[config.mk]
export PLATFORM = sky130hd
export DESIGN_NAME = ssc_core
export DESIGN_NICKNAME = d
export VERILOG_FILES = /design/src/ssc_pkg.sv /design/src/ssc_baud.sv /design/src/ssc_core.sv
export SDC_FILE = /design/constraint.sdc
export NUM_CORES = 1
export LEC_CHECK = 0
export BUFFER_PORTS_ARGS = -buffer_cell sky130_fd_sc_hd__buf_4
export CORE_AREA = 4 4 208 210
export CTS_CLUSTER_SIZE = 10
export DETAILED_ROUTE_END_ITERATION = 10
export DIE_AREA = 0 0 212 214
export PLACE_DENSITY = 0.76
export SLEW_MARGIN = 15
export SYNTH_ARGS = -nofsm -noshare
export SYNTH_HDL_FRONTEND = slang
export SYNTH_SLANG_ARGS = --single-unit
export TNS_END_PERCENT = 100
[constraint.sdc]
create_clock -name i_clk -period 12.9 [get_ports i_clk]
set_input_delay 0.645 -clock i_clk [delete_from_list [all_inputs] [get_ports i_clk]]
set_output_delay 0.645 -clock i_clk [all_outputs]
set_load 0.02 [all_outputs]
[src/ssc_pkg.sv]
// Shared constants and types for the select-line command sequencer
`default_nettype none
package ssc_pkg;

    // ****************************************
    // Command word layout
    // ****************************************
    localparam int CMD_W     = 32;
    localparam int F_SSL     = 30;
    localparam int W_SSL     = 2;
    localparam int F_RATIO   = 18;
    localparam int W_RATIO   = 12;
    localparam int F_CPOL    = 17;
    localparam int F_CPHA    = 16;
    localparam int F_LEN     = 11;
    localparam int W_LEN     = 5;
    localparam int F_LSB     = 10;
    localparam int F_BURST   = 9;
    localparam int F_CLKD    = 6;
    localparam int F_NEGD    = 3;
    localparam int F_NXTD    = 0;
    localparam int W_DLY     = 3;

    // ****************************************
    // Reset values and limits
    // ****************************************
    // Ratio 2, 8 bit frame, MSB first, mode 0, delays 1 cycle
    localparam logic [CMD_W-1:0] CMD_RST     = 32'h0004_3800;
    localparam logic [2:0]       SEQ_RST     = 3'h0;
    localparam logic [3:0]       SSL_IDLE_OE = 4'hf;
    localparam int               SLV_MIN_DIV = 4;

    // ****************************************
    // Modes and master states
    // ****************************************
    typedef enum logic [1:0] {
        MODE_SINGLE = 2'h0,
        MODE_MULTI  = 2'h1,
        MODE_SLAVE  = 2'h2
    } ssc_mode_e;

    typedef enum logic [2:0] {
        ST_IDLE  = 3'h0,
        ST_CLKD  = 3'h1,
        ST_XFER  = 3'h3,
        ST_NEGD  = 3'h2,
        ST_NEXTD = 3'h6
    } ssc_mst_e;

endpackage
`default_nettype wire

[src/ssc_baud.sv]
// Baud divider giving one pulse per serial clock half period
`default_nettype none
module ssc_baud #(
    parameter int RW = 12
) (
    input  wire logic          i_clk,
    input  wire logic          i_arst_n,
    input  wire logic          i_run,
    input  wire logic [RW-1:0] i_ratio_m1,
    output logic               o_half
);
    logic [RW:0] ratio;
    logic [RW:0] half_a;
    logic [RW:0] half_b;
    logic [RW:0] cnt_reg;
    logic        ph_reg;
    logic        half_reg;

    assign ratio  = {1'b0, i_ratio_m1} + {{RW{1'b0}}, 1'b1};
    assign half_a = ratio >> 1;
    assign half_b = ratio - half_a;
    assign o_half = half_reg;

    // ****************************************
    // Divide by 2 to 4096, odd ratios split
    // ****************************************
    always_ff @(posedge i_clk or negedge i_arst_n) begin
        if (!i_arst_n) begin
            cnt_reg  <= '0;
            ph_reg   <= 1'b0;
            half_reg <= 1'b0;
        end else if (!i_run) begin
            cnt_reg  <= '0;
            ph_reg   <= 1'b0;
            half_reg <= 1'b0;
        end else if (cnt_reg == (ph_reg ? half_b : half_a) - {{RW{1'b0}}, 1'b1}) begin
            cnt_reg  <= '0;
            ph_reg   <= ~ph_reg;
            half_reg <= 1'b1;
        end else begin
            cnt_reg  <= cnt_reg + {{RW{1'b0}}, 1'b1};
            half_reg <= 1'b0;
        end
    end
endmodule
`default_nettype wire

[src/ssc_core.sv]
// Serial unit with four select lines and an eight entry command loop
// How it works
// Four select lines, zero to three, direction set by mode.
// Single master drives all four select lines.
// Multi master takes line zero as input; lines one to three output or unused.
// Slave samples line zero as select; other lines unused; master drives it.
// Clock delay of 1 to 8 serial cycles after select assert.
// Negation delay of 1 to 8 serial cycles after clock stops.
// Next-access wait of 1 to 8 serial cycles between accesses.
// Each select line polarity chosen by software.
// Up to eight commands run in order, looping back to the first.
// Each command sets select, rate, mode, length, order, burst, delays.
// Writing the transmit buffer starts a master transfer.
// Data output sits at a chosen level while select is negated.
// Receive-full interrupt when received data is stored.
// Transmit-empty interrupt when the buffer accepts new data.
// One error interrupt for mode fault, overrun, underrun, parity.
// Idle interrupt when all activity has ended.
// Event pulses for receive, transmit, error, idle, transfer done.
// Clock held stopped while receive buffer is full.
// Serial clock is peripheral clock divided by 2 to 4096.
// External master clock no faster than peripheral clock over 4.
// Mode fault flag also shows underrun; separate underrun flag.
`default_nettype none
module ssc_core #(
    parameter int NCMD = 8
) (
    input  wire logic        i_clk,
    input  wire logic        i_arst_n,
    input  wire logic        i_enable,
    input  wire logic [1:0]  i_mode,
    input  wire logic [3:0]  i_ssl_pol,
    input  wire logic [2:0]  i_mm_ssl_used,
    input  wire logic        i_mosi_idle,
    input  wire logic        i_par_en,
    input  wire logic [2:0]  i_seq_last,
    input  wire logic        i_cmd_we,
    input  wire logic [2:0]  i_cmd_addr,
    input  wire logic [ssc_pkg::CMD_W-1:0] i_cmd_word,
    input  wire logic        i_tx_wr,
    input  wire logic [31:0] i_tx_data,
    input  wire logic        i_rx_rd,
    input  wire logic        i_err_clr,
    input  wire logic        i_sck,
    input  wire logic        i_mosi,
    input  wire logic        i_miso,
    input  wire logic        i_ssl0,
    output logic [31:0]      o_rx_data,
    output logic             o_modf_flag,
    output logic             o_udr_flag,
    output logic             o_ovr_flag,
    output logic             o_par_flag,
    output logic             o_irq_rx_full,
    output logic             o_irq_tx_empty,
    output logic             o_irq_err,
    output logic             o_irq_idle,
    output logic             o_evt_rx_full,
    output logic             o_evt_tx_empty,
    output logic             o_evt_err,
    output logic             o_evt_idle,
    output logic             o_evt_tx_done,
    output logic             o_sck,
    output logic             o_sck_oe_n,
    output logic             o_mosi,
    output logic             o_mosi_oe_n,
    output logic             o_miso,
    output logic             o_miso_oe_n,
    output logic [3:0]       o_ssl,
    output logic [3:0]       o_ssl_oe_n
);
    import ssc_pkg::*;

    // ****************************************
    // Command table and current fields
    // ****************************************
    logic [CMD_W-1:0] cmd_mem [NCMD];
    logic [2:0]       cmd_ptr_reg;
    logic [CMD_W-1:0] cur;
    logic             is_master;
    logic             is_slave;
    logic             ssl0_act;
    logic             sl_sel;
    logic [4:0]       len;
    logic             cpol;
    logic             cpha;
    logic             lsb;
    logic [2:0]       dly_sel;

    always_ff @(posedge i_clk or negedge i_arst_n) begin
        if (!i_arst_n) begin
            for (int i = 0; i < NCMD; i++) begin
                cmd_mem[i] <= CMD_RST;
            end
        end else if (i_cmd_we && (32'(i_cmd_addr) < NCMD)) begin
            cmd_mem[i_cmd_addr] <= i_cmd_word;
        end
    end

    assign is_slave  = i_enable && (i_mode == MODE_SLAVE);
    assign ssl0_act  = (i_ssl0 == i_ssl_pol[0]);
    assign sl_sel    = is_slave && ssl0_act;
    assign cur       = is_slave ? cmd_mem[0] : cmd_mem[cmd_ptr_reg];
    assign len       = cur[F_LEN +: W_LEN];
    assign cpol      = cur[F_CPOL];
    assign cpha      = cur[F_CPHA];
    assign lsb       = cur[F_LSB];

    function automatic logic [31:0] f_rx_ins(input logic [31:0] r, input logic b,
                                             input logic first_lsb, input logic [4:0] n);
        logic [31:0] m;
        m    = 32'h0;
        m[n] = b;
        f_rx_ins = first_lsb ? ((r >> 1) | m) : {r[30:0], b};
    endfunction

    function automatic logic [31:0] f_tx_sh(input logic [31:0] t, input logic first_lsb);
        f_tx_sh = first_lsb ? (t >> 1) : (t << 1);
    endfunction

    // ****************************************
    // Master sequencer
    // ****************************************
    ssc_mst_e   st_reg;
    ssc_mst_e   st_next;
    logic [3:0] dly_cnt_reg;
    logic [5:0] hcnt_reg;
    logic       half;
    logic       dly_done;
    logic       ssl_act_reg;
    logic       ssl_act_next;
    logic       sck_reg;
    logic       tx_full_reg;
    logic       rx_full_reg;
    logic       modf_reg;
    logic       m_start;
    logic       adv;

    assign is_master = i_enable && !modf_reg &&
                       ((i_mode == MODE_SINGLE) || (i_mode == MODE_MULTI));

    ssc_baud #(.RW(W_RATIO)) u_baud (
        .i_clk      (i_clk),
        .i_arst_n   (i_arst_n),
        .i_run      (st_reg != ST_IDLE),
        .i_ratio_m1 (cur[F_RATIO +: W_RATIO]),
        .o_half     (half)
    );

    always_comb begin
        dly_sel = cur[F_CLKD +: W_DLY];
        if (st_reg == ST_NEGD) begin
            dly_sel = cur[F_NEGD +: W_DLY];
        end else if (st_reg == ST_NEXTD) begin
            dly_sel = cur[F_NXTD +: W_DLY];
        end
    end
    assign dly_done = half && (dly_cnt_reg == {dly_sel, 1'b1});

    always_comb begin
        st_next = st_reg;
        unique case (st_reg)
            ST_IDLE: if (tx_full_reg) begin
                st_next = ST_CLKD;
            end
            ST_CLKD: if (dly_done && !rx_full_reg) begin
                st_next = ST_XFER;
            end
            ST_XFER: if (half && (hcnt_reg == {len, 1'b1})) begin
                st_next = (cur[F_BURST] && tx_full_reg) ? ST_CLKD : ST_NEGD;
            end
            ST_NEGD: if (dly_done) begin
                st_next = ST_NEXTD;
            end
            ST_NEXTD: if (dly_done) begin
                st_next = ST_IDLE;
            end
            default: st_next = ST_IDLE;
        endcase
        if (!is_master) begin
            st_next = ST_IDLE;
        end
    end

    assign ssl_act_next = (st_next == ST_CLKD) || (st_next == ST_XFER) || (st_next == ST_NEGD);
    assign m_start      = (st_reg != ST_XFER) && (st_next == ST_XFER);
    assign adv          = ((st_reg == ST_XFER) && (st_next == ST_CLKD)) ||
                          ((st_reg == ST_NEXTD) && (st_next == ST_IDLE) && is_master);

    always_ff @(posedge i_clk or negedge i_arst_n) begin
        if (!i_arst_n) begin
            st_reg      <= ST_IDLE;
            dly_cnt_reg <= 4'h0;
            hcnt_reg    <= 6'h0;
            ssl_act_reg <= 1'b0;
            cmd_ptr_reg <= SEQ_RST;
        end else begin
            st_reg      <= st_next;
            ssl_act_reg <= ssl_act_next;
            dly_cnt_reg <= (st_next != st_reg) ? 4'h0 : dly_cnt_reg + {3'h0, half};
            hcnt_reg    <= (st_reg != ST_XFER) ? 6'h0 : hcnt_reg + {5'h0, half};
            if (!is_master) begin
                cmd_ptr_reg <= SEQ_RST;
            end else if (adv) begin
                cmd_ptr_reg <= (cmd_ptr_reg == i_seq_last) ? SEQ_RST : cmd_ptr_reg + 3'h1;
            end
        end
    end

    always_ff @(posedge i_clk or negedge i_arst_n) begin
        if (!i_arst_n) begin
            sck_reg <= 1'b0;
        end else if (st_reg != ST_XFER) begin
            sck_reg <= cpol;
        end else if (half) begin
            sck_reg <= ~sck_reg;
        end
    end

    // ****************************************
    // Shared shift datapath
    // ****************************************
    logic        sck_prev_reg;
    logic        sl_sel_prev_reg;
    logic        s_reload_reg;
    logic        lead;
    logic        trail;
    logic        smp;
    logic        shf;
    logic        start;
    logic        din;
    logic [31:0] tx_hold_reg;
    logic [31:0] tx_sh_reg;
    logic [31:0] tx_sh_next;
    logic [31:0] rx_sh_reg;
    logic [31:0] rx_word;
    logic [4:0]  bit_cnt_reg;
    logic        first_reg;
    logic        frame_done;
    logic        out_bit;

    assign lead  = ((st_reg == ST_XFER) && half && !hcnt_reg[0]) ||
                   (sl_sel && (i_sck != sck_prev_reg) && (i_sck != cpol));
    assign trail = ((st_reg == ST_XFER) && half && hcnt_reg[0]) ||
                   (sl_sel && (i_sck != sck_prev_reg) && (i_sck == cpol));
    assign smp   = cpha ? trail : lead;
    assign shf   = cpha ? lead : trail;
    assign start = m_start || (sl_sel && (!sl_sel_prev_reg || s_reload_reg));
    assign din   = is_slave ? i_mosi : i_miso;
    assign rx_word    = f_rx_ins(rx_sh_reg, din, lsb, len);
    assign frame_done = smp && (bit_cnt_reg == len);

    always_comb begin
        tx_sh_next = tx_sh_reg;
        if (start) begin
            tx_sh_next = tx_full_reg ? tx_hold_reg : 32'h0;
        end else if (shf && !(cpha && first_reg)) begin
            tx_sh_next = f_tx_sh(tx_sh_reg, lsb);
        end
    end
    assign out_bit = lsb ? tx_sh_next[0] : tx_sh_next[len];

    always_ff @(posedge i_clk or negedge i_arst_n) begin
        if (!i_arst_n) begin
            tx_sh_reg       <= 32'h0;
            rx_sh_reg       <= 32'h0;
            bit_cnt_reg     <= 5'h0;
            first_reg       <= 1'b0;
            sck_prev_reg    <= 1'b0;
            sl_sel_prev_reg <= 1'b0;
            s_reload_reg    <= 1'b0;
        end else begin
            tx_sh_reg       <= tx_sh_next;
            sck_prev_reg    <= i_sck;
            sl_sel_prev_reg <= sl_sel;
            s_reload_reg    <= frame_done && sl_sel;
            if (start) begin
                rx_sh_reg   <= 32'h0;
                bit_cnt_reg <= 5'h0;
                first_reg   <= 1'b1;
            end else begin
                if (smp) begin
                    rx_sh_reg   <= rx_word;
                    bit_cnt_reg <= bit_cnt_reg + 5'h1;
                end
                if (shf) begin
                    first_reg <= 1'b0;
                end
            end
        end
    end

    // ****************************************
    // Buffers, flags and events
    // ****************************************
    logic tx_load;
    logic rx_store;
    logic modf_set;
    logic udr_set;
    logic ovr_set;
    logic par_set;
    logic udr_reg;
    logic ovr_reg;
    logic par_reg;
    logic idle_now;
    logic idle_reg;

    assign tx_load  = start && tx_full_reg;
    assign rx_store = frame_done && (!rx_full_reg || i_rx_rd);
    assign modf_set = i_enable && (i_mode == MODE_MULTI) && ssl0_act;
    assign udr_set  = start && is_slave && !tx_full_reg;
    assign ovr_set  = frame_done && rx_full_reg && !i_rx_rd;
    assign par_set  = frame_done && i_par_en && ^rx_word;
    assign idle_now = (st_reg == ST_IDLE) && !tx_full_reg && !sl_sel;

    always_ff @(posedge i_clk or negedge i_arst_n) begin
        if (!i_arst_n) begin
            tx_full_reg <= 1'b0;
            tx_hold_reg <= 32'h0;
            rx_full_reg <= 1'b0;
            o_rx_data   <= 32'h0;
        end else begin
            if (i_tx_wr && !tx_full_reg) begin
                tx_full_reg <= 1'b1;
                tx_hold_reg <= i_tx_data;
            end else if (tx_load) begin
                tx_full_reg <= 1'b0;
            end
            if (rx_store) begin
                rx_full_reg <= 1'b1;
                o_rx_data   <= rx_word;
            end else if (i_rx_rd) begin
                rx_full_reg <= 1'b0;
            end
        end
    end

    always_ff @(posedge i_clk or negedge i_arst_n) begin
        if (!i_arst_n) begin
            modf_reg <= 1'b0;
            udr_reg  <= 1'b0;
            ovr_reg  <= 1'b0;
            par_reg  <= 1'b0;
            idle_reg <= 1'b1;
        end else begin
            modf_reg <= (modf_reg && !i_err_clr) || modf_set;
            udr_reg  <= (udr_reg && !i_err_clr) || udr_set;
            ovr_reg  <= (ovr_reg && !i_err_clr) || ovr_set;
            par_reg  <= (par_reg && !i_err_clr) || par_set;
            idle_reg <= idle_now;
        end
    end

    always_ff @(posedge i_clk or negedge i_arst_n) begin
        if (!i_arst_n) begin
            o_modf_flag    <= 1'b0;
            o_udr_flag     <= 1'b0;
            o_ovr_flag     <= 1'b0;
            o_par_flag     <= 1'b0;
            o_irq_rx_full  <= 1'b0;
            o_irq_tx_empty <= 1'b0;
            o_irq_err      <= 1'b0;
            o_irq_idle     <= 1'b0;
            o_evt_rx_full  <= 1'b0;
            o_evt_tx_empty <= 1'b0;
            o_evt_err      <= 1'b0;
            o_evt_idle     <= 1'b0;
            o_evt_tx_done  <= 1'b0;
        end else begin
            o_modf_flag    <= modf_reg || udr_reg;
            o_udr_flag     <= udr_reg;
            o_ovr_flag     <= ovr_reg;
            o_par_flag     <= par_reg;
            o_irq_rx_full  <= rx_full_reg;
            o_irq_tx_empty <= !tx_full_reg && i_enable;
            o_irq_err      <= modf_reg || udr_reg || ovr_reg || par_reg;
            o_irq_idle     <= idle_reg && i_enable;
            o_evt_rx_full  <= rx_store;
            o_evt_tx_empty <= tx_load;
            o_evt_err      <= modf_set || udr_set || ovr_set || par_set;
            o_evt_idle     <= idle_now && !idle_reg;
            o_evt_tx_done  <= frame_done;
        end
    end

    // ****************************************
    // Pin drivers
    // ****************************************
    always_ff @(posedge i_clk or negedge i_arst_n) begin
        if (!i_arst_n) begin
            o_sck       <= 1'b0;
            o_sck_oe_n  <= 1'b1;
            o_mosi      <= 1'b0;
            o_mosi_oe_n <= 1'b1;
            o_miso      <= 1'b0;
            o_miso_oe_n <= 1'b1;
            o_ssl       <= 4'h0;
            o_ssl_oe_n  <= SSL_IDLE_OE;
        end else begin
            o_sck       <= (st_reg != ST_XFER) ? cpol : (half ? ~sck_reg : sck_reg);
            o_sck_oe_n  <= !is_master;
            o_mosi      <= ssl_act_next ? out_bit : i_mosi_idle;
            o_mosi_oe_n <= !is_master;
            o_miso      <= out_bit;
            o_miso_oe_n <= !sl_sel;
            for (int k = 0; k < 4; k++) begin
                o_ssl[k] <= ~((ssl_act_next && (cur[F_SSL +: W_SSL] == 2'(k))) ^ i_ssl_pol[k]);
            end
            if (!i_enable || is_slave || (i_mode == 2'h3)) begin
                o_ssl_oe_n <= SSL_IDLE_OE;
            end else if (i_mode == MODE_MULTI) begin
                o_ssl_oe_n <= modf_reg ? SSL_IDLE_OE : {~i_mm_ssl_used, 1'b1};
            end else begin
                o_ssl_oe_n <= 4'h0;
            end
        end
    end
endmodule
`default_nettype wire

### Word level (Yosys, flattened, before mapping)

Cells that the tools add are included.

* bits in registers: 457
* output and inout port bits: 59
* logic and storage cells: 256

* $add $sub $neg: 8
* magnitude comparators: 5
* eq/ne operators: 26
* muxes and demuxes: 58
* bitwise operators: 15
* reduce and logical (&&, ||, !) cells: 93

Operators with widths (number)
* 2-to-1 mux 32 bit: 11
* bitwise mux 256 bit: 1
* binary-select mux 32 bit (select 3 bit): 1
* demux 32 bit (select 3 bit): 1
* logical AND 1 bit: 49
* 2-to-1 mux 13 bit: 3
* 2-to-1 mux 3 bit: 11
* bitwise AND 32 bit: 1
* OR 31 x 32 -> 32 bit: 1
* XOR reduction 32 bit: 1
* logical OR 1 bit: 21
* 2-to-1 mux 1 bit: 19
* 2-to-1 mux 4 bit: 4
* one-hot mux 3 bit (5 select lines): 1
* adder 12 x 1 -> 13 bit (second input constant): 1
* adder 13 x 1 -> 13 bit (second input constant): 1
* == test 13 bit: 1
* subtractor 13 x 1 -> 13 bit (second input constant): 1
* subtractor 13 x 12 -> 13 bit: 1
* == test 3 x 2 -> 1 bit (second input constant): 4
* zero test 1 bit: 12
* 2-to-1 mux 5 bit: 2
* nonzero test 2 bit: 5
* == test 2 bit (second input constant): 4
* other kinds (32): 48

### Longest topological paths before layout

Gate-level depths: netlist of run 1.

* word-level depth: 21
* gate-level depth with buffers: 25

### Modules after synthesis

From an unflattened synthesis of run 1, not the netlist that was laid out.

* cells, all modules: 2290
* area total of the unflattened synthesis: 24833.8 um^2

Modules (own cells, without submodules)
* ssc_core: instances 1, cells an instance 1947, area an instance 22191.3 um^2, sequential area each 11109.4 um^2
* ssc_baud: instances 1, cells an instance 343, area an instance 2642.5 um^2, sequential area each 375.4 um^2

### Worst setup path before layout of run 1

OpenSTA, ideal clock, no wires.

* kind: input to register
* from: in i_mode[0]
* to: reg u_baud.ph_reg
* setup time: 0.128 ns
* arrival: 5.767 ns
* data required time: 12.772 ns
* path slack: 7.006 ns
* cell stages on the path: 22
* buffers on the path: 3
* path through: and3b_1 -> buf_2 -> buf_2 -> nand2_1 -> o31a_2 -> inv_2 -> ha_1 -> inv_1 -> clkbuf_1 -> xnor2_1 -> xnor2_1 -> ha_1 -> a2111oi_2 -> and3_1 -> a211oi_1 -> or4_4 -> a21oi_4 -> nand4_2 -> or4b_1 -> xor2_1 -> a2111oi_4 -> mux2_1

* cells in the longest elaborated chain, start to end: 9

RTL lines
* from (decl): line ssc_core.sv:31 `input wire logic [1:0] i_mode,`
* == test 2 bit *: line ssc_core.sv:99 `assign is_slave = i_enable && (i_mode == MODE_SLAVE);`
* logical AND 1 bit *: line ssc_core.sv:99
* 2-to-1 mux 32 bit *: line ssc_core.sv:102 `assign cur = is_slave ? cmd_mem[0] : cmd_mem[cmd_ptr_reg];`
* adder 12 x 1 -> 13 bit *: line ssc_baud.sv:19 `assign ratio = {1'b0, i_ratio_m1} + {{RW{1'b0}}, 1'b1};`
* subtractor 13 x 12 -> 13 bit: line ssc_baud.sv:21 `assign half_b = ratio - half_a;`
* 2-to-1 mux 13 bit *: line ssc_baud.sv:36 `end else if (cnt_reg == (ph_reg ? half_b : half_a) - {{RW{1'b0}}, 1'b1}) begin`
* subtractor 13 x 1 -> 13 bit *: line ssc_baud.sv:36
* == test 13 bit *: line ssc_baud.sv:36
* != test 2 bit (no source line) *
* to (signal assigned): line ssc_baud.sv:38 `ph_reg <= ~ph_reg;`
* to (decl): line ssc_baud.sv:16 `logic ph_reg;`

Mark *: on every way between the ends. The rest lies on a longest branch, timed or not.
A chain may end at the register's enable or synchronous reset.

### Worst setup path after layout of run 1

* from: reg cmd_ptr_reg[0]
* to: reg u_baud.cnt_reg[3]

* cells in the longest elaborated chain, start to end: 12

RTL lines
* from (decl): line ssc_core.sv:77 `logic [2:0] cmd_ptr_reg;`
* from (signal assigned): line ssc_core.sv:204 `cmd_ptr_reg <= (cmd_ptr_reg == i_seq_last) ? SEQ_RST : cmd_ptr_reg + 3'h1;`
* inverter 3 -> 4 bit (implied by the code) *: line ssc_core.sv:102
* binary-select mux 32 bit (select 3 bit) *: line ssc_core.sv:102
* 2-to-1 mux 32 bit (implied by the code) * (2 in series): line ssc_core.sv:102
* 2-to-1 mux 32 bit *: line ssc_core.sv:102
* adder 12 x 1 -> 13 bit *: line ssc_baud.sv:19
* subtractor 13 x 12 -> 13 bit: line ssc_baud.sv:21
* 2-to-1 mux 13 bit *: line ssc_baud.sv:36
* subtractor 13 x 1 -> 13 bit *: line ssc_baud.sv:36
* == test 13 bit *: line ssc_baud.sv:36
* 2-to-1 mux 13 bit *: line ssc_baud.sv:36
* 2-to-1 mux 13 bit *: line ssc_baud.sv:32 `end else if (!i_run) begin`
* to (signal assigned): line ssc_baud.sv:41 `cnt_reg <= cnt_reg + {{RW{1'b0}}, 1'b1};`
* to (decl): line ssc_baud.sv:15 `logic [RW:0] cnt_reg;`

Mark *: on every way between the ends. The rest lies on a longest branch, timed or not. The select of a mux whose other input is x is not followed.

==> flow_summary.yaml, run 1 <==
setup_path:
  nature_of_the_critical_path_endpoint: "register"
  critical_path_peak_fanout: 57
  timing.critical_path.buf_inv: 2
  timing.critical_path.slowest_cell_delay_ns: 1.06
  r2r_cells: 19
  setup.reg_to_reg.worst_slack_ns: 5.30
  r2r_end: "u_baud.cnt_reg[3]$_DFF_PN0_"
  worst_r2r_startpoint: "cmd_ptr_reg[0]$_DFFE_PN0P_"
  critical-path-slowest-cell: "dfrtp_4"
  worst_ep_arrival_time_ns: 8.02
  crit_path_cell_trace: "mux2i_1 > a22o_1 > o31a_1 > inv_2 > ha_1 > inv_1 > xnor2_1 > xnor2_1 > ha_1 > a2111oi_2 > and3_1 > a211oi_1 > or4_4 > a21oi_4 > nand4_2 > or4b_1 > xor2_1 > a211oi_2 > nor3_1"
  required_ns: 13.31
  timing.critical_path.max_delay_family: "compound AO/OA/AOI/OAI gates"
  crit_type: "reg2reg"
  crit_path_start_kind: "register"
global_routing:
  grt_start_max_net_pins: 116
  globalRouteMet1Util_pct: 34.3
  antenna_found_initial: 3
  grt_remaining_overflow: 0
  grtUsageTotal_pct: 25.3
  grt_pass1_wl_um: 93400
  grt.busiest_layer: "met2"
  first_global_vias: 17400
  use_met2_pct: 41.4
  use_met3_pct: 5.14
clock_tree:
  ctsResizeCount: 0
  postCtsSetupRepairBufs: 0
  cts_num_sinks: 457
  tritoncts.num_buffers: 52
  clockRootBuffer: "clkbuf_16"
  clock_tree.buffer_depth: 3
  cts_hold_buffers: 0
  h-tree-depth: 2
  worst_setup_hold_path_clk_slew_ns: 0.06
  worstSkewPairLatency_ns: 0.59
  cts_tree: "built"
sta:
  timing.final.max_slew_violations: 0
  maxSlewHeadroom_pct: 23.7
  final_hold_viol_count: 0
  period_share_pct: 58.9
  timing.final.crit_period_ns: 7.60
  fmax_ghz: 0.132
  final-setup-viol-count: 0
  timing.clock.skew_ns: 0.0172
  rsz0062_at_grt: "false"
  fin_tns_setup_ns: 0
  max_slew.worst_pin.slew_ns: 1.14
place:
  io_buffer_count: 150
  dpl.hpwl_um: 37900
  place.gp.congestion: 0.863
synthesis:
  synth-async-reset-ratio_pct: 100
  synth_top_flop_cell: "dfrtp_1"
  synthesis.instances: 2088
  yosys.cell_types.count: 93
  sequential_to_total_area_share_from_yosys_stat_pct: 48.3
  synth.avg_cell_area_um2: 11.4
  ys.warnings.count: 0
  mappedNetlistNets: 2192
  ys_seq_elements: 457
  post_synth_edffs: 0
  post_synth_design_cell_area_mm2: 0.0238
finish:
  register_area_mm2: 0.0115
  layout_commonest_cell: "dfrtp_1"
  largest-register: "cmd_mem"
  layout.nets: 2294
  layout_common_cells: "dfrtp_1, mux2_2, nor2_1"
  antenna-diode-count: 0
  largest_register_ff_count: 256
  final_core_utilization_pct: 64.6
  fraction_of_layout_instances_using_a_drive_strength_above_1_pct: 30.9
  fillers: 3137
  flow.area_growth_from_synthesis_pct: 12.9
  multi_input_logic_area_mm2: 0.0117
pwr:
  vdd_drop_max_v: 0.000119
  clkPwrFrac_pct: 29.6
  total_switching_power_uw: 1390
  leakagePower_uw: 0.0112
  power_frac_comb_pct: 27.5
  power_report.internal_total_uw: 3120
  p_sw_share_pct: 30.8
  power.sequential.fraction_pct: 43.0
  power.density_cell_area_mw_per_mm2: 168
outcome:
  outcome: "complete, no violations"
die:
  fp.dieW_um: 212
  rows: 75
  core-area_mm2: 0.0416
  die_height_um: 214
  floorplan.initialDensity_pct: 57.2
  design.portCount: 151
  fp.dieArea_mm2: 0.0454
detailed_routing:
  vias: 17000
  detail_route.wirelength_um: 57900
  vias_per_cell: 6.15
  detailedRoute.firstPassIterationCount: 5
  iteration_0_drc_count_of_the_detailed_router: 1496
  drt.antenna.violating_nets: 0
  detail_route.drc_violations: 0
  route.detailed.wl_per_inst_um: 21.0
run:
  maxCapViolations: 0
worst_hold_path:
  hold_class: "in2async"
==> metrics by stage <==
step | hold slack (ns) | power [µW] | instance area (µm²) | cells | worst slack (ns)
2_1_floorplan | 0.349 | 2830 | 23800 | 2088 | 7.01
6_report | 0.117 | 4520 | 26900 | 2763 | 5.30
4_1_cts | 0.142 | 4540 | 26900 | 2763 | 5.33
5_1_grt | 0.171 | 4750 | 26900 | 2763 | 4.73
3_5_place_dp | 0.374 | 3190 | 25400 | 2675 | 5.34
3_3_place_gp | 0.365 | 3130 | 25400 | 2675 | 5.71
==> worst max-delay path by stage <==
| stage | start | to | depth (start not counted) |
|---|---|---|---|
| after floorplan | i_mode[0] | u_baud.ph_reg$_DFFE_PN0P_ | 22 |
| after global placement | cmd_ptr_reg[0]$_DFFE_PN0P_ | u_baud.o_half$_DFF_PN0_ | 19 |
| after detailed placement | cmd_ptr_reg[0]$_DFFE_PN0P_ | u_baud.cnt_reg[12]$_DFF_PN0_ | 19 |
| after CTS | cmd_ptr_reg[0]$_DFFE_PN0P_ | u_baud.o_half$_DFF_PN0_ | 19 |
| after global routing | cmd_ptr_reg[0]$_DFFE_PN0P_ | u_baud.o_half$_DFF_PN0_ | 19 |
| final | cmd_ptr_reg[0]$_DFFE_PN0P_ | u_baud.cnt_reg[3]$_DFF_PN0_ | 19 |
==> final cells by class <==
cell class,count,share of cell area (%)
multi-input combinational,1472,43.7
sequential,457,42.8
clock buffer,86,5.44
timing repair buffer,180,5.06
tap,539,2.51
inverter,27,0.377
clock inverter,2,0.130
==> power by group through the flow <==
stage                     Sequential [µW]  Clock (µW)  Combinational (µW)
after floorplan                      1900           0                 936
after global placement               1940           0                1190
after detailed placement             1960           0                1230
after CTS                            1940        1360                1240
after global routing                 1980        1420                1360
final                                1940        1340                1240
==> layer usage <==
layer	vias to the layer above	part of all wire (%)
li1	7774	-
met1	8577	42
met2	531	48
met3	117	6.2
met4	6	2.9
met5	-	0.040
==> kinds of logic (layout without fill, tap and decap cells) <==
| family | after synthesis | in the layout | share of synthesized area, % |
|---|---|---|---|
| simple gates | 499 | 499 | 10.2 |
| mux | 473 | 473 | 24.0 |
| flops | 457 | 457 | 48.3 |
| compound gates | 380 | 380 | 10.1 |
| buf+inv | 159 | 295 | 2.83 |
| xor+xnor | 108 | 108 | 4.06 |
| fa+ha+maj | 12 | 12 | 0.631 |
==> cell usage after synthesis (all sizes together) (5+ instances only) <==
cell / number / area [µm²]
a211oi: 14 / 110
a21oi: 162 / 833
a22o: 9 / 78.8
a22oi: 6 / 45.0
a31oi: 10 / 62.6
and2: 9 / 56.3
and3: 23 / 144
and3b: 5 / 43.8
buf: 50 / 261
clkbuf: 82 / 310
dfrtp: 418 / 10500
dfstp: 39 / 1020
ha: 12 / 150
inv: 27 / 101
mux2: 321 / 3610
mux2i: 107 / 1070
mux4: 45 / 1010
nand2: 106 / 400
nand2b: 7 / 43.8
nand3: 48 / 245
nand3b: 8 / 60.1
nand4: 20 / 131
nor2: 184 / 691
nor2b: 10 / 62.6
nor3: 33 / 170
nor3b: 7 / 52.6
nor4: 13 / 103
o2111ai: 9 / 78.8
o211ai: 8 / 60.1
o21ai: 82 / 414
o22ai: 14 / 93.8
o31a: 12 / 106
o31ai: 12 / 114
or3: 6 / 42.5
xnor2: 75 / 664
xor2: 32 / 280
(Power assumes the default switching activity.)
==> inputs of run 2 (changes only) <==
CORE_AREA = 4 4 214 216   (was 4 4 208 210)
DIE_AREA = 0 0 218 220   (was 0 0 212 214)
PLACE_DENSITY = 0.75   (was 0.76)
clock period = 6.25 ns   (was 12.9 ns; I/O delays follow)
==> flow_summary.yaml, run 2 (synthesis results as in run 1) <==
sta:
  fin_tns_setup_ns: 0
  max_slew.worst_pin.slew_ns: 1.16
  final-setup-viol-count: 0
  timing.clock.skew_ns: 0.0198
  timing.final.crit_period_ns: 6.03
  rsz0062_at_grt: "false"
  final_hold_viol_count: 0
  fmax_ghz: 0.166
  timing.final.max_slew_violations: 0
  period_share_pct: 96.5
  maxSlewHeadroom_pct: 22.4
  final.hold.worst_slack_ns: 0.0252
pwr:
  p_sw_share_pct: 31.4
  total_switching_power_uw: 2980
  power.sequential.fraction_pct: 42.4
  power_report.internal_total_uw: 6510
  power.density_cell_area_mw_per_mm2: 340
  vdd_drop_max_v: 0.000233
  power_frac_comb_pct: 28.0
  leakagePower_uw: 0.0117
  clkPwrFrac_pct: 29.6
detailed_routing:
  route.met2.wl_um: 30000
  detail_route.drc_violations: 0
  routed.top_layer: "met5"
  iteration_0_drc_count_of_the_detailed_router: 1362
  route.detailed.wl_per_inst_um: 20.7
  drt.antenna.violating_nets: 0
  vias_per_cell: 5.97
  detail_route.wirelength_um: 60400
  vias: 17400
  met1Wirelength_um: 26200
  detailedRoute.firstPassIterationCount: 5
  detailroute.wirelength.met3_um: 2780
setup_path:
  critical-path-slowest-cell: "nor4_1"
  timing.critical_path.slowest_cell_delay_ns: 0.59
  cpMostUsedCell: "a21oi_4"
  crit_path_cell_trace: "nor2b_1 > a22o_1 > o31a_2 > inv_2 > ha_1 > inv_1 > buf_4 > nor4_1 > o2111ai_1 > xnor2_2 > a21oi_4 > and4_1 > or4_4 > a21oi_4 > nand4_2 > or4b_1 > xor2_1 > a2111oi_4 > mux2_1"
  worst_ep_arrival_time_ns: 6.51
  required_ns: 6.73
  crit_path_start_kind: "register"
  nature_of_the_critical_path_endpoint: "register"
  crit_type: "reg2reg"
  critical_path_peak_fanout: 13
  setup.reg_to_reg.worst_slack_ns: 0.22
global_routing:
  grtUsageTotal_pct: 25.1
  grt_start_max_net_pins: 143
  grt_pass1_wl_um: 97100
  first_global_vias: 17800
  grt_remaining_overflow: 0
  antenna_found_initial: 4
finish:
  fraction_of_layout_instances_using_a_drive_strength_above_1_pct: 30.6
  fillers: 3383
  layout_common_cells: "dfrtp_1, mux2_2, buf_4"
  layout_commonest_cell: "dfrtp_1"
  register_area_mm2: 0.0115
  largest-register: "cmd_mem"
  largest_register_ff_count: 256
  layout.nets: 2385
  multi_input_logic_area_mm2: 0.0117
  flow.area_growth_from_synthesis_pct: 17.2
clock_tree:
  h-tree-depth: 2
  worst_setup_hold_path_clk_slew_ns: 0.06
  cts_num_sinks: 457
  clockRootBuffer: "clkbuf_16"
  postCtsSetupRepairBufs: 0
  clock_tree.buffer_depth: 3
  tritoncts.num_buffers: 52
  worstSkewPairLatency_ns: 0.61
  cts_tree: "built"
run:
  maxCapViolations: 0
outcome:
  outcome: "complete, no violations"
die:
  core-area_mm2: 0.0439
  fp.dieArea_mm2: 0.0480
  die_height_um: 220
  fp.dieW_um: 218
  rows: 77
  floorplan.initialDensity_pct: 54.2
  design.portCount: 151
place:
  io_buffer_count: 150
  dpl.hpwl_um: 39600
  place.gp.congestion: 0.966
worst_hold_path:
  hold_class: "in2reg"
run 2: worst paths after layout:
check                                                start                         to  cells after the start
worst max-delay path            cmd_ptr_reg[1]$_DFFE_PN0P_  u_baud.ph_reg$_DFFE_PN0P_                     19
worst min-delay path                        i_cmd_word[24]   cmd_mem[216]$_DFFE_PN0P_                      2
worst max register to register  cmd_ptr_reg[1]$_DFFE_PN0P_  u_baud.ph_reg$_DFFE_PN0P_                     19
worst min register to register           udr_reg$_DFF_PN0_       o_udr_flag$_DFF_PN0_                      0
max in group asynchronous                         i_arst_n    tx_sh_reg[19]$_DFF_PN0_                      3
min in group asynchronous                         i_arst_n   o_rx_data[7]$_DFFE_PN0P_                      2
run 2: metal layers:
metal / up-vias / GRT usage (%)
met5: - / 0
met4: 2 / 7.65
met3: 99 / 3.47
met2: 499 / 42.7
met1: 8833 / 33.6
li1: 7991 / -
run 2: layout make-up:
class,count,share of cell area (%)
Clock inverter,3,0.162
Clock buffer,95,5.39
Timing Repair Buffer,271,8.09
Antenna cell,3,0.0269
Tap cell,592,2.66
Multi-Input combinational cell,1472,42.1
Sequential cell,457,41.2
Inverter,27,0.363
run 2: stage by stage:
| step | worst slack [ns] | cell area [µm²] | power, µW | std cells | util, % |
|---|---|---|---|---|---|
| after floorplan | 0.365 | 23800 | 5850 | 2088 | - |
| after global placement | 0.494 | 25600 | 6510 | 2749 | 58.3 |
| after detailed placement | 0.362 | 25600 | 6640 | 2749 | 58.3 |
| after CTS | 0.333 | 27900 | 9510 | 2917 | 63.4 |
| after global routing | 0.0773 | 27900 | 9970 | 2919 | 63.5 |
| final | 0.218 | 27900 | 9480 | 2920 | 63.5 |
run 2: what timing repair did:
action                                  CTS  global route
hold buffers                             70             0
endpoints found under the setup margin    0             1
resized for setup                         0             1
hold endpoints to repair                307             0
run 2: critical path: cells and delay by family, from the launching register on:
kind            cells  cell delay, ns
mux                 1            0.34
flops               1            0.52
fa+ha+maj           1            0.22
simple gates        6            2.28
compound gates      6            1.52
xor+xnor            2            0.59
buf+inv             3            0.44
run 2: power groups by stage:
stage,Combinational [µW],Sequential [µW],Clock (µW)
after detailed placement,2580,4050,0
after floorplan,1930,3920,0
after global routing,2890,4080,3000
final,2650,4020,2810
after global placement,2500,4010,0
after CTS,2640,4010,2860
==> inputs of run 3 (changes only) <==
BUFFER_PORTS_ARGS = -buffer_cell sky130_fd_sc_hd__buf_2   (was -buffer_cell sky130_fd_sc_hd__buf_4)
CTS_CLUSTER_SIZE = 14   (was 10)
==> flow_summary.yaml, run 3 (synthesis results as in run 1) <==
setup_path:
  critical_path_peak_fanout: 16
  setup.reg_to_reg.worst_slack_ns: 0.36
  required_ns: 6.71
  worst_r2r_startpoint: "cmd_ptr_reg[0]$_DFFE_PN0P_"
  r2r_end: "u_baud.ph_reg$_DFFE_PN0P_"
  worst_ep_arrival_time_ns: 6.35
  crit_path_start_kind: "register"
  crit_type: "reg2reg"
  r2r_cells: 18
  nature_of_the_critical_path_endpoint: "register"
clock_tree:
  cts_tree: "built"
  cts_num_sinks: 457
  tritoncts.num_buffers: 48
  clock_tree.buffer_depth: 3
  worst_setup_hold_path_clk_slew_ns: 0.06
  worstSkewPairLatency_ns: 0.59
  clockRootBuffer: "clkbuf_16"
  h-tree-depth: 2
die:
  core-area_mm2: 0.0439
  die_height_um: 220
  floorplan.initialDensity_pct: 54.2
  fp.dieW_um: 218
  design.portCount: 151
  fp.dieArea_mm2: 0.0480
  rows: 77
worst_hold_path:
  hold_class: "in2reg"
  timing.hold.worst_path_depth: 3
  hold_path_end: "o_evt_rx_full$_DFF_PN0_"
  worstHoldStart: "i_rx_rd"
pwr:
  leakagePower_uw: 0.0115
  power.density_cell_area_mw_per_mm2: 348
  vdd_drop_max_v: 0.000241
place:
  place_ws_ns: 0.367
  io_buffer_count: 150
  dpl.hpwl_um: 38100
  post-place-cells: 2744
  place.gp.congestion: 0.886
global_routing:
  grt_remaining_overflow: 0
  grt_pass1_wl_um: 94600
  grt_start_max_net_pins: 181
  first_global_vias: 17600
  grtUsageTotal_pct: 24.5
  antenna_found_initial: 7
finish:
  layout_commonest_cell: "dfrtp_1"
  flow.area_growth_from_synthesis_pct: 14.8
  instances_no_fill: 2879
  layout_common_cells: "dfrtp_1, mux2_2, nor2_1"
  largest-register: "cmd_mem"
  fraction_of_layout_instances_using_a_drive_strength_above_1_pct: 31.6
  layout.nets: 2351
  largest_register_ff_count: 256
sta:
  maxSlewHeadroom_pct: 17.1
  fin_tns_setup_ns: 0
  worst_slack_ns: 0.359
  final-setup-viol-count: 0
  timing.final.crit_period_ns: 5.89
  rsz0062_at_grt: "false"
  final_hold_viol_count: 0
  max_slew.worst_pin.slew_ns: 1.23
  final.hold.worst_slack_ns: 0.0290
  period_share_pct: 94.3
  timing.clock.skew_ns: 0.0279
  fmax_ghz: 0.170
  timing.final.max_slew_violations: 0
detailed_routing:
  detailedRoute.firstPassIterationCount: 5
  detail_route.drc_violations: 0
  vias_per_cell: 5.94
  route.detailed.wl_per_inst_um: 20.4
  vias: 17100
  drt.antenna.violating_nets: 0
  detail_route.wirelength_um: 58800
  iteration_0_drc_count_of_the_detailed_router: 1334
outcome:
  outcome: "complete, no violations"
run:
  maxCapViolations: 0
## run 3: power by group
| part | switching [µW] | internal (µW) |
|---|---|---|
| clock network | 1180 | 1740 |
| registers | 390 | 3600 |
| logic | 1350 | 1250 |
## run 3: metal layers
metal / vias to the layer above / part of all wire [%] / wire length, µm / global-route usage [%]
met4: 10 / 2.7 / 1610 / 6.76
met3: 116 / 5.5 / 3210 / 4.61
met5: - / 0.088 / 52 / 0
met2: 484 / 49 / 28900 / 41.6
met1: 8569 / 43 / 25000 / 32.6
li1: 7910 / - / - / -
## run 3: layout make-up
class / instances / area [µm²]
antenna: 2 / 5.00
clock buffer: 73 / 1430
clock inverter: 15 / 193
fill: 3507 / 16600
inverter: 27 / 101
multi-input combinational: 1472 / 11700
sequential: 457 / 11500
tap: 592 / 741
timing repair buffer: 241 / 1610
## run 3: repair_timing
item	4_1_cts	5_1_grt
hold endpoints to repair	160	0
buffers inserted	0	0
gates resized for setup	0	3
setup endpoints to repair	0	13
hold buffers	45	0
## run 3: per-stage QoR
stage                     power, µW  util [%]  instance area [µm²]
after CTS                      9570      62.1                27300
after global routing          10000      62.2                27300
after global placement         6470      57.4                25200
final                          9510      62.2                27300
after detailed placement       6580      57.4                25200
after floorplan                5850         -                23800
## run 3: worst max-delay path by stage
stage	from	end	slack (ns)
2_1_floorplan	cmd_ptr_reg[1]$_DFFE_PN0P_	u_baud.ph_reg$_DFFE_PN0P_	0.37
3_3_place_gp	cmd_ptr_reg[0]$_DFFE_PN0P_	o_mosi$_DFF_PN0_	0.45
3_5_place_dp	cmd_ptr_reg[0]$_DFFE_PN0P_	o_mosi$_DFF_PN0_	0.37
4_1_cts	cmd_ptr_reg[0]$_DFFE_PN0P_	par_reg$_DFF_PN0_	0.20
5_1_grt	cmd_ptr_reg[0]$_DFFE_PN0P_	u_baud.ph_reg$_DFFE_PN0P_	0.02
6_report	cmd_ptr_reg[0]$_DFFE_PN0P_	u_baud.ph_reg$_DFFE_PN0P_	0.36
## run 3: critical path: stages, from the launching register on
cell	delay [ns]
dfrtp_4	0.59
mux2i_1	0.15
a22o_1	0.24
o31a_2	0.41
inv_2	0.17
ha_1	0.19
inv_1	0.18
nor4_1	0.51
o2111ai_1	0.26
xnor2_2	0.41
a21oi_4	0.09
and4_1	0.23
or4_4	0.52
a21oi_4	0.18
nand4_2	0.15
or4b_1	0.56
xor2_1	0.20
a2111oi_4	0.34
mux2_1	0.36
